## config.mk

```make
export PLATFORM = sky130hd
export DESIGN_NAME = sbs_top
export DESIGN_NICKNAME = d
export VERILOG_FILES = /design/src/rtl/sbs_pkg.sv /design/src/rtl/sbs_ms_tick.sv /design/src/rtl/sbs_top.sv
export SDC_FILE = /design/constraint.sdc
export NUM_CORES = 1
export LEC_CHECK = 0
export BUFFER_PORTS_ARGS = -buffer_cell sky130_fd_sc_hd__buf_2
export CAP_MARGIN = 10
export CORE_MARGIN = 8
export CORE_UTILIZATION = 55
export CTS_CLUSTER_SIZE = 28
export DETAILED_ROUTE_END_ITERATION = 12
export PLACE_DENSITY = 0.8
export RECOVER_POWER = 100
export SLEW_MARGIN = 15
export SYNTH_ARGS = -nofsm -noshare
export SYNTH_HDL_FRONTEND = slang
export SYNTH_SLANG_ARGS = --single-unit
```

## constraint.sdc

```tcl
create_clock -name core_clk -period 11.53 [get_ports core_clk]
set_clock_uncertainty 0.15 [all_clocks]
set_input_delay 2.8825 -clock core_clk [delete_from_list [all_inputs] [get_ports core_clk]]
set_output_delay 2.8825 -clock core_clk [all_outputs]
set_load 0.005 [all_outputs]
```

## src/rtl/sbs_pkg.sv

```systemverilog
/*
  Shared constants for the servo brake sequencer: register map, reset
  values, limits, speed figures and the millisecond time base.
  Assumes a 100 MHz core clock and a word-wide AHB-Lite register bus.
*/
`default_nettype none
package sbs_pkg;
  // Clock rate and the millisecond tick derived from it
  localparam int unsigned CLK_HZ = 100_000_000;
  localparam int unsigned TICK_MS = 1;
  localparam int unsigned TICK_CYC = CLK_HZ / 1000 * TICK_MS;
  // Fixed speed boundary between static and rotating, in RPM
  localparam logic [15:0] STATIC_RPM = 16'h0014;
  // Fixed energized hold after brake drop in rotating sequence, ms
  localparam logic [15:0] ROT_HOLD_MS = 16'h0032;
  // Register byte offsets
  localparam logic [7:0] ADR_THRESH = 8'h00;
  localparam logic [7:0] ADR_DELAY = 8'h04;
  localparam logic [7:0] ADR_STATIC = 8'h08;
  localparam logic [7:0] ADR_GUARD = 8'h0c;
  localparam logic [7:0] ADR_STATUS = 8'h10;
  // Reset values
  localparam logic [15:0] RST_THRESH = 16'h001e;
  localparam logic [15:0] RST_DELAY = 16'h01f4;
  localparam logic [15:0] RST_STATIC = 16'h0096;
  localparam logic [15:0] RST_GUARD = 16'h00fa;
  // Limits
  localparam logic [15:0] MAX_THRESH = 16'h0bb8;
  localparam logic [15:0] MIN_DELAY = 16'h0001;
  localparam logic [15:0] MAX_DELAY = 16'h03e8;
  localparam logic [15:0] MAX_GUARD = 16'h01f4;
  // Status field positions
  localparam int unsigned ST_BRAKE = 0;
  localparam int unsigned ST_ENERGY = 1;
  localparam int unsigned ST_GUARD = 2;
  localparam int unsigned ST_STATE = 4;
  // Fault classes
  localparam logic [1:0] FLT_NONE = 2'h0;
  localparam logic [1:0] FLT_C1 = 2'h1;
  localparam logic [1:0] FLT_C2 = 2'h2;
  // Sequencer states
  typedef enum logic [2:0] {
    SBS_OFF, SBS_RUN, SBS_ROT_WAIT, SBS_HOLD, SBS_DONE
  } sbs_state_t;
endpackage : sbs_pkg
`default_nettype wire

```

## src/rtl/sbs_ms_tick.sv

```systemverilog
/*
  Millisecond tick divider: a one-cycle enable every TICK_CYC clocks.
  Assumes one core clock and an asynchronous active-high reset.
*/
`default_nettype none
module sbs_ms_tick
  import sbs_pkg::*;
#(
  parameter int unsigned DIV = TICK_CYC
) (
  input wire logic core_clk,
  input wire logic sys_rst,
  output logic tick
);
  localparam int unsigned W = $clog2(DIV);
  localparam logic [W-1:0] LAST = W'(DIV - 1);
  // Divider count
  logic [W-1:0] cnt_r;
  logic [W-1:0] cnt_nxt;
  logic tick_r;
  logic tick_nxt;

  // Wrap at the last count and pulse once
  always_comb begin
    tick_nxt = (cnt_r == LAST);
    cnt_nxt = tick_nxt ? '0 : cnt_r + W'(1);
  end

  // Register only
  always_ff @(posedge core_clk or posedge sys_rst) begin
    if (sys_rst) begin
      cnt_r <= '0;
      tick_r <= 1'b0;
    end else begin
      cnt_r <= cnt_nxt;
      tick_r <= tick_nxt;
    end
  end

  assign tick = tick_r;
endmodule : sbs_ms_tick
`default_nettype wire

```

## src/rtl/sbs_top.sv

```systemverilog
/*
  Servo brake sequencer: decides brake-release output and motor energize
  from servo-enable, measured speed and fault class; settings on AHB-Lite.
  Assumes inputs synchronous to core_clk, speed as signed RPM, and a
  motion loop elsewhere that performs the zero-speed stop on request.
*/
// The register offsets and the AHB-Lite slave port were chosen for this implementation.
`default_nettype none
module sbs_top
  import sbs_pkg::*;
#(
  // Clocks per millisecond tick; shorten only for quick runs
  parameter int unsigned TICK_DIV = TICK_CYC
) (
  input wire logic core_clk,
  input wire logic sys_rst,
  input wire logic [31:0] haddr,
  input wire logic [1:0] htrans,
  input wire logic hwrite,
  input wire logic [2:0] hsize,
  input wire logic hsel,
  input wire logic hready,
  input wire logic [31:0] hwdata,
  output logic [31:0] hrdata,
  output logic hreadyout,
  output logic hresp,
  input wire logic servo_enable,
  input wire logic signed [15:0] motor_speed,
  input wire logic [1:0] fault_class,
  output logic brake_release_out,
  output logic motor_energize,
  output logic zero_speed_stop,
  output logic command_ready
);
  // Millisecond enable
  logic tick;
  sbs_ms_tick #(
    .DIV(TICK_DIV)
  ) u_tick (
    .core_clk(core_clk),
    .sys_rst(sys_rst),
    .tick(tick)
  );

  // Clamp a written value into a range
  function automatic logic [15:0] clamp16(input logic [15:0] v,
      input logic [15:0] lo, input logic [15:0] hi);
    if (v < lo) begin
      clamp16 = lo;
    end else if (v > hi) begin
      clamp16 = hi;
    end else begin
      clamp16 = v;
    end
  endfunction : clamp16

  // Bus address-phase capture
  logic wr_pend_r, wr_pend_nxt;
  logic [7:0] wadr_r, wadr_nxt;
  // Settings
  logic [15:0] thresh_r, thresh_nxt;
  logic [15:0] delay_r, delay_nxt;
  logic [15:0] static_r, static_nxt;
  logic [15:0] guard_r, guard_nxt;
  // Read data register
  logic [31:0] hrdata_r, hrdata_nxt;
  // Status word built from block state
  logic [31:0] status_w;

  // Valid transfer in this cycle's address phase
  logic acc;
  assign acc = hsel && hready && htrans[1];

  // Next-value logic for the bus slave and settings
  always_comb begin
    wr_pend_nxt = acc && hwrite;
    wadr_nxt = acc ? haddr[7:0] : wadr_r;
    thresh_nxt = thresh_r;
    delay_nxt = delay_r;
    static_nxt = static_r;
    guard_nxt = guard_r;
    hrdata_nxt = hrdata_r;
    if (wr_pend_r) begin
      // Writes apply at once, even mid-sequence
      case (wadr_r)
        ADR_THRESH: thresh_nxt = clamp16(hwdata[15:0], '0, MAX_THRESH);
        ADR_DELAY: delay_nxt = clamp16(hwdata[15:0], MIN_DELAY, MAX_DELAY);
        ADR_STATIC: static_nxt = clamp16(hwdata[15:0], MIN_DELAY, MAX_DELAY);
        ADR_GUARD: guard_nxt = clamp16(hwdata[15:0], '0, MAX_GUARD);
        default: ;
      endcase
    end
    if (acc && !hwrite) begin
      // Read data staged for the zero-wait data phase
      case (haddr[7:0])
        ADR_THRESH: hrdata_nxt = {16'h0000, thresh_r};
        ADR_DELAY: hrdata_nxt = {16'h0000, delay_r};
        ADR_STATIC: hrdata_nxt = {16'h0000, static_r};
        ADR_GUARD: hrdata_nxt = {16'h0000, guard_r};
        ADR_STATUS: hrdata_nxt = status_w;
        default: hrdata_nxt = 32'h0000_0000;
      endcase
    end
  end

  // Bus and setting registers
  always_ff @(posedge core_clk or posedge sys_rst) begin
    if (sys_rst) begin
      wr_pend_r <= 1'b0;
      wadr_r <= 8'h00;
      thresh_r <= RST_THRESH;
      delay_r <= RST_DELAY;
      static_r <= RST_STATIC;
      guard_r <= RST_GUARD;
      hrdata_r <= 32'h0000_0000;
    end else begin
      wr_pend_r <= wr_pend_nxt;
      wadr_r <= wadr_nxt;
      thresh_r <= thresh_nxt;
      delay_r <= delay_nxt;
      static_r <= static_nxt;
      guard_r <= guard_nxt;
      hrdata_r <= hrdata_nxt;
    end
  end

  // Never waits, always OKAY
  assign hrdata = hrdata_r;
  assign hreadyout = 1'b1;
  assign hresp = 1'b0;

  // Absolute speed, saturating the single negative corner
  logic [15:0] abs_speed;
  always_comb begin
    if (motor_speed[15]) begin
      abs_speed = (motor_speed == 16'sh8000) ? 16'hffff
                                              : 16'(-motor_speed);
    end else begin
      abs_speed = 16'(motor_speed);
    end
  end

  // Sequencer state
  sbs_state_t state_r, state_nxt;
  logic [15:0] ms_r, ms_nxt;
  logic [15:0] hold_r, hold_nxt;
  logic en_d_r, en_d_nxt;
  logic brake_r, brake_nxt;
  logic energy_r, energy_nxt;
  logic zss_r, zss_nxt;
  logic ready_r, ready_nxt;
  logic [15:0] gcnt_r, gcnt_nxt;

  logic fault_any, en_fall, slow;
  assign fault_any = (fault_class != FLT_NONE);
  assign en_fall = en_d_r && !servo_enable;
  assign slow = abs_speed < STATIC_RPM;

  // Sequencer next-state logic
  always_comb begin
    state_nxt = state_r;
    ms_nxt = ms_r;
    hold_nxt = hold_r;
    en_d_nxt = servo_enable;
    brake_nxt = brake_r;
    energy_nxt = energy_r;
    zss_nxt = zss_r;
    ready_nxt = ready_r;
    gcnt_nxt = gcnt_r;
    case (state_r)
      SBS_OFF: begin
        if (servo_enable && !fault_any) begin
          state_nxt = SBS_RUN;
          brake_nxt = 1'b1;
          energy_nxt = 1'b1;
          gcnt_nxt = '0;
          ready_nxt = 1'b0;
        end
      end
      SBS_RUN: begin
        if (!ready_r && tick) begin
          if (gcnt_r >= guard_r) begin
            ready_nxt = 1'b1;
          end else begin
            gcnt_nxt = gcnt_r + 16'h0001;
          end
        end
        if (fault_class == FLT_C2) begin
          zss_nxt = 1'b1;
          ready_nxt = 1'b0;
          state_nxt = SBS_ROT_WAIT;
          ms_nxt = '0;
        end else if (fault_class == FLT_C1 || en_fall) begin
          ready_nxt = 1'b0;
          ms_nxt = '0;
          if (fault_class == FLT_C1 || !slow) begin
            state_nxt = SBS_ROT_WAIT;
            zss_nxt = 1'b1;
          end else begin
            brake_nxt = 1'b0;
            hold_nxt = static_r;
            state_nxt = SBS_HOLD;
          end
        end
      end
      SBS_ROT_WAIT: begin
        zss_nxt = 1'b1;
        if (fault_class == FLT_C2) begin
          // class 2: below 20 RPM drop now
          if (slow) begin
            brake_nxt = 1'b0;
            hold_nxt = static_r;
            state_nxt = SBS_HOLD;
          end
        end else if (tick) begin
          ms_nxt = ms_r + 16'h0001;
          if (abs_speed <= thresh_r || ms_nxt >= delay_r) begin
            brake_nxt = 1'b0;
            hold_nxt = ROT_HOLD_MS;
            state_nxt = SBS_HOLD;
          end
        end
      end
      SBS_HOLD: begin
        // Count energized hold, then drop the motor
        if (tick) begin
          if (hold_r <= 16'h0001) begin
            energy_nxt = 1'b0;
            zss_nxt = 1'b0;
            state_nxt = SBS_DONE;
          end else begin
            hold_nxt = hold_r - 16'h0001;
          end
        end
      end
      SBS_DONE: begin
        // Rearm only after enable seen low and fault cleared
        if (!servo_enable && !fault_any) begin
          state_nxt = SBS_OFF;
        end
      end
      default: state_nxt = SBS_OFF;
    endcase
  end

  // Sequencer registers
  always_ff @(posedge core_clk or posedge sys_rst) begin
    if (sys_rst) begin
      state_r <= SBS_OFF;
      ms_r <= '0;
      hold_r <= '0;
      en_d_r <= 1'b0;
      brake_r <= 1'b0;
      energy_r <= 1'b0;
      zss_r <= 1'b0;
      ready_r <= 1'b0;
      gcnt_r <= '0;
    end else begin
      state_r <= state_nxt;
      ms_r <= ms_nxt;
      hold_r <= hold_nxt;
      en_d_r <= en_d_nxt;
      brake_r <= brake_nxt;
      energy_r <= energy_nxt;
      zss_r <= zss_nxt;
      ready_r <= ready_nxt;
      gcnt_r <= gcnt_nxt;
    end
  end

  // Status view of live state
  always_comb begin
    status_w = 32'h0000_0000;
    status_w[ST_BRAKE] = brake_r;
    status_w[ST_ENERGY] = energy_r;
    status_w[ST_GUARD] = ready_r;
    status_w[ST_STATE +: 3] = state_r;
  end

  assign brake_release_out = brake_r;
  assign motor_energize = energy_r;
  assign zero_speed_stop = zss_r;
  assign command_ready = ready_r;
endmodule : sbs_top
`default_nettype wire

```

; Word level (Yosys, flattened, before mapping)
; Cells that the tools add are included.
[classes]
n_addsub = 5
magnitude_cmp = 10
eq_ne = 34
mux = 63
reduce_logical = 37
[ops]
columns = cell, count
row1 = two-way mux 16 bit, 24
row2 = one-hot mux 16 bit (5 select lines), 1
row3 = one-hot mux 16 bit (2 select lines), 2
row4 = one-hot mux 16 bit (3 select lines), 1
row5 = "adder 16 x 1 -> 16 bit, second input constant", 2
row6 = "== test 8 x 4 -> 1 bit, second input constant", 4
row7 = >= comparator 16 bit, 2
row8 = "less-than comparator 16 x 1 -> 1 bit, second input constant", 2
row9 = two-way mux 3 bit, 10
row10 = "inequality test 2 bit, second input constant", 10
row11 = two-way mux 1 bit, 19
row12 = "adder 17 x 1 -> 17 bit, second input constant", 1
row13 = "== test 17 bit, second input constant", 1
row14 = two-way mux 17 bit, 1
row15 = "== test 16 bit, second input constant", 1
row16 = "== test 8 x 3 -> 1 bit, second input constant", 2
row17 = "greater-than comparator 16 x 10 -> 1 bit, second input constant", 1
row18 = "greater-than comparator 16 x 12 -> 1 bit, second input constant", 1
row19 = "greater-than comparator 16 x 9 -> 1 bit, second input constant", 1
row20 = "<= comparator 16 x 1 -> 1 bit, second input constant", 1
row21 = <= comparator 16 bit, 1
row22 = logical NOT 8 bit, 2
row23 = "less-than comparator 16 x 5 -> 1 bit, second input constant", 1
row24 = negation 16 bit, 1
row25 = other kinds (25), 57
[word_totals]
register_bits = 179
input_bits = 93
output_inout_bits = 38
word_cells = 167

; Longest topological paths before layout
[logic_depth]
depth_word = 10
mapped_depth = 18

; Cells and area by module
; From an unflattened synthesis, not the netlist that was laid out.
[unflattened]
cells_unflattened = 1123
area_unflattened_um2 = 9978.3
[modules_own_cells]
columns = mod, n_inst, cells_each, area_each_um2, seq_area_each_um2
row1 = sbs_top, 1, 1047, 9127.5, 3653.5
row2 = sbs_ms_tick, 1, 76, 850.8, 450.4

; Worst setup path before layout
; No wires, ideal clock.
[synth_path]
path_type = input port to flip-flop
start = input port motor_speed[8]
end = register hold_r[2]
setup_time_ns = 0.131
arrival_ns = 6.255
slack_ns = 4.994
stages = 16
path_buffers = 4
path_cell_list = clkbuf_1 > or4_1 > clkbuf_1 > or4_1 > clkbuf_1 > o21ai_0 > ha_1 > and4_1 > nand3_1 > o221ai_1 > o21bai_1 > o32ai_1 > nand4b_1 > buf_4 > mux2i_1 > o31ai_1
[synth_via]
elab_chain_len = 8
word_cells_on_any_way = 13
[synth_lines]
columns = element, line_no
row1 = start: declaration, sbs_top.sv:28  ; input wire logic signed [15:0] motor_speed,
row2 = negation 16 bit / == test 16 bit (equally long branches), "sbs_top.sv:137, sbs_top.sv:136"
row3 = two-way mux 16 bit, sbs_top.sv:136  ; abs_speed = (motor_speed == 16'sh8000) ? 16'hffff
row4 = two-way mux 16 bit (*), sbs_top.sv:135  ; if (motor_speed[15]) begin
row5 = less-than comparator 16 x 5 -> 1 bit, sbs_top.sv:157  ; assign slow = abs_speed < STATIC_RPM;
row6 = logical NOT 1 bit, sbs_top.sv:196  ; if (fault_class == FLT_C1 || !slow) begin
row7 = logical OR 1 bit, sbs_top.sv:196
row8 = inequality test 2 bit (no line), n/a
row9 = AND reduction 9 bit (no line) (*), n/a
row10 = end signal: assignment, sbs_top.sv:261  ; hold_r <= hold_nxt;
row11 = end: declaration, sbs_top.sv:146  ; logic [15:0] hold_r, hold_nxt;
; Mark *: on every way between the ends. The rest lies on a longest branch, timed or not.
; A chain may end at the register's enable or synchronous reset.

; Worst setup path in the final report
[layout_path]
start = input port motor_speed[1]
end = register hold_r[2]
; The elaborated chain is that of the path after synthesis.

==> metrics.md <==
| Metric | Value |
|---|---|
| Gate power share | 21.2% |
| Run status | complete, but fails checks |
| Pre-CTS WS | 3560 ps |
| Count of TritonRoute iterations in the first routing pass | 5 |
| Commonest non-fill, non-tap cell in the layout | sky130_fd_sc_hd__dfrtp_1 |
| Proportion of power drawn by flip-flops and latches | 43.5% |
| Global-route wire length before repair | 41,500 um |
| Antenna violations before repair | 0 |
| Required time at the worst-slack endpoint | 11,690 ps |
| Fraction of power spent switching nets | 33.1% |
| Std-Cell Core Area | 0.0178 mm^2 |
| Category of the worst setup path launch point | primary input |
| Switching power | 0.525 mW |
| Area delta synth->final | 9.58% |
| Measured slew at the worst slew-check pin | 3640 ps |
| RSZ-0062 raised after global routing | no |
| Final antenna diode count | 0 |
| Horizontal die dimension | 150 um |
| Port buffer count | 68 |
| Effective utilization at floorplan | 55.7% |
| Final-stage net count | 1,271 |
| Hold Slack | 330 ps |
| Post-synthesis instance area | 0.00994 mm^2 |
| Full die area | 0.0226 mm^2 |
| Total setup violations reported at the end of the flow | 0 |
| Total internal power | 1.06 mW |
| Failing checks | capacitance limit, slew limit |
| Proportion of layout cells with a drive suffix above 1 | 12.7% |
| Yosys cell types | 78 |
| Number of sinks on the clock net | 163 |
| Peak fanout along the critical path | 17 |
| Synthesized area per cell | 9.20 um^2 |
| Most frequent cells in the layout | sky130_fd_sc_hd__dfrtp_1, sky130_fd_sc_hd__nand2_1, sky130_fd_sc_hd__nor2_1 |
| Total Wirelength | 25,100 um |
| Final GP Congestion | 0.926 |
| Kind of critical path | in -> reg |
| Number of primary I/O pins | 131 |
| Number of vias in the routed layout | 8,243 |
| CTS tree | built |
| Count of final max-slew check failures | 85 |
| Max Clk Rate | 127 MHz |
| Static Leak | 5.05 nW |
| Worst IR drop on VDD | 126 uV |
| Drt initial violations | 680 |
| Number of standard-cell rows in the floorplan | 49 |
| Final worst slack | 3680 ps |
| Via count of the first global-routing pass | 8,165 |
| Top_reg_cell synth | sky130_fd_sc_hd__dfrtp_1 |
| Worst slew margin relative to its limit | -144% |
| Post CTS Setup Buffer Count | 0 |
| Post-synthesis register bit count | 163 |
| Reg clk slew, reported paths | 70 ps |
| Die extent in y | 150 um |
| Core Util, Final | 61.0% |
| Number of instances in the synthesized netlist | 1,080 |
| Proportion of register bits with asynchronous set or reset after synthesis | 100% |
| Critical path endpoint category | register |
| Global-route usage over all layers | 23.1% |
| Number of max-cap violations | 1 |
| Max clock buf depth | 2 |
| Setup TNS Final | 0 ps |
| Clock network power share | 35.2% |
| Minimum clock period | 7850 ps |
| Yosys Warn Count | 0 |
| CTS root buffer | sky130_fd_sc_hd__clkbuf_16 |
| Vias per cell | 6.03 |
| Routed length per placed instance | 18.3 um |
| Data arrival time of the critical path | 8000 ps |
| Worst Hold Class | reg -> reg |
| Fraction of the yosys area taken by sequential cells | 41.3% |
| ANT nets after route | 0 |
| Number of CTS-inserted buffers | 17 |
| H-tree depth reported by CTS | 4 |
| Hold-fix buffer count after cts | 0 |
| Number of remaining DRC errors | 0 |
| Number of instances resized during post-cts repair | 0 |
| Insertion delay to the later sink of the worst-skew pair | 440 ps |
| Pin count of the biggest net entering global routing | 85 |
| Power density of the placed cells | 146 mW/mm^2 |
| Final number of hold-violating endpoints | 0 |
| Number of flops mapped to enable cells by yosys | 0 |
| Crit share post-route | 68.1% |
| Placed wire-length estimate | 18,700 um |
| Leftover overflow at the end of global routing | 0 |
[critical path, stage by stage]
cell                       delay, ps
sky130_fd_sc_hd__clkbuf_1        130
sky130_fd_sc_hd__inv_1            90
sky130_fd_sc_hd__ha_1            230
sky130_fd_sc_hd__or4b_1          600
sky130_fd_sc_hd__nor4_1          670
sky130_fd_sc_hd__a211oi_1        100
sky130_fd_sc_hd__a31oi_1         200
sky130_fd_sc_hd__ha_1            280
sky130_fd_sc_hd__and4_1          200
sky130_fd_sc_hd__nand3_1         150
sky130_fd_sc_hd__o221ai_1        120
sky130_fd_sc_hd__o21bai_1        190
sky130_fd_sc_hd__o32ai_1         680
sky130_fd_sc_hd__nand4b_1        580
sky130_fd_sc_hd__clkbuf_1        560
sky130_fd_sc_hd__mux2i_1         250
sky130_fd_sc_hd__o31ai_1          80
[worst paths after layout]
kind	start	to	slack [ps]	cells past startpoint
max in group asynchronous	sys_rst	delay_r[10]	5630	3
setup / recovery	motor_speed[1]	hold_r[2]	3680	17
hold / removal	hrdata[8]	hrdata[8]	330	2
setup reg to reg	ms_r[3]	hold_r[2]	5970	15
min in group asynchronous	sys_rst	wadr_r[1]	3370	2
hold reg to reg	hrdata[8]	hrdata[8]	330	2
[power by group through the flow]
stage,clock [mW],sequential (mW),combinational (mW)
6_report,0.559,0.691,0.337
5_1_grt,0.590,0.699,0.374
4_1_cts,0.566,0.689,0.345
3_5_place_dp,0,0.698,0.343
3_3_place_gp,0,0.695,0.332
2_1_floorplan,0,0.673,0.273
[cell usage after synthesis (9+ instances only)]
library cell	number	area [um^2]
sky130_fd_sc_hd__dfrtp_1	143	3580
sky130_fd_sc_hd__nand2_1	116	435
sky130_fd_sc_hd__nor2_1	86	323
sky130_fd_sc_hd__o21ai_0	69	345
sky130_fd_sc_hd__inv_1	67	251
sky130_fd_sc_hd__ha_1	54	676
sky130_fd_sc_hd__a21oi_1	52	260
sky130_fd_sc_hd__clkbuf_1	38	143
sky130_fd_sc_hd__nand3_1	32	160
sky130_fd_sc_hd__nand2b_1	24	150
sky130_fd_sc_hd__xnor2_1	21	184
sky130_fd_sc_hd__dfstp_2	20	526
sky130_fd_sc_hd__nor3_1	20	100
sky130_fd_sc_hd__xor2_1	20	175
sky130_fd_sc_hd__and2_1	19	119
sky130_fd_sc_hd__buf_4	19	143
sky130_fd_sc_hd__o211ai_1	18	135
sky130_fd_sc_hd__mux4_2	16	360
sky130_fd_sc_hd__o21ai_1	15	75.1
sky130_fd_sc_hd__nor2b_1	14	87.6
sky130_fd_sc_hd__nor4_1	14	87.6
sky130_fd_sc_hd__nand4_1	13	81.3
sky130_fd_sc_hd__a22o_1	12	105
sky130_fd_sc_hd__and3_1	11	68.8
sky130_fd_sc_hd__or3_1	11	68.8
sky130_fd_sc_hd__a21o_1	10	75.1
sky130_fd_sc_hd__a31oi_1	10	62.6
sky130_fd_sc_hd__or4_1	9	67.6
[stage by stage]
step                      total power [mW]  cell area (um^2)  std cells
after floorplan                      0.946             10000       1096
after global placement                1.03             10400       1334
after detailed placement              1.04             10400       1334
after CTS                             1.60             10900       1366
after global routing                  1.66             10900       1366
final                                 1.59             10900       1366
[flip-flops by register name, summed over array words and instances (netlist names)]
signal,cells
wr_pend_r,1
thresh_r,16
command_ready,1
u_tick.tick,1
hrdata,16
motor_energize,1
static_r,16
hold_r,16
state_r,3
brake_release_out,1
wadr_r,8
delay_r,16
en_d_r,1
guard_r,16
zero_speed_stop,1
ms_r,16
u_tick.cnt_r,17
gcnt_r,16
[logic make-up (layout without fill, tap and decap cells)]
logic type      count (synthesis)  after routing  synth area share (%)
mux                            29             29                  5.04
other cells                     2             18                0.0756
fa+ha+maj                      54             54                  6.80
xor+xnor                       41             41                  3.61
compound gates                258            258                  17.1
buf+inv                       131            172                  5.72
simple gates                  402            402                  20.4
flops                         163            163                  41.3
[per-layer routing]
layer / up-vias / GRT usage (%) / part of all wire, %
li1: 3936 / - / -
met1: 3966 / 29.5 / 42
met2: 276 / 36.7 / 47
met3: 65 / 4.81 / 6.2
met4: 0 / 11.3 / 4.1
met5: - / 0 / 0
[layout make-up]
| type | count | area, um^2 |
|---|---|---|
| Fill cell | 1490 | 6950 |
| Multi-Input combinational cell | 802 | 5320 |
| Sequential cell | 163 | 4100 |
| Clock buffer | 18 | 439 |
| Timing Repair Buffer | 73 | 348 |
| Tap cell | 229 | 287 |
| Inverter | 67 | 253 |
| Clock inverter | 14 | 144 |
(Power assumes the default switching activity.)
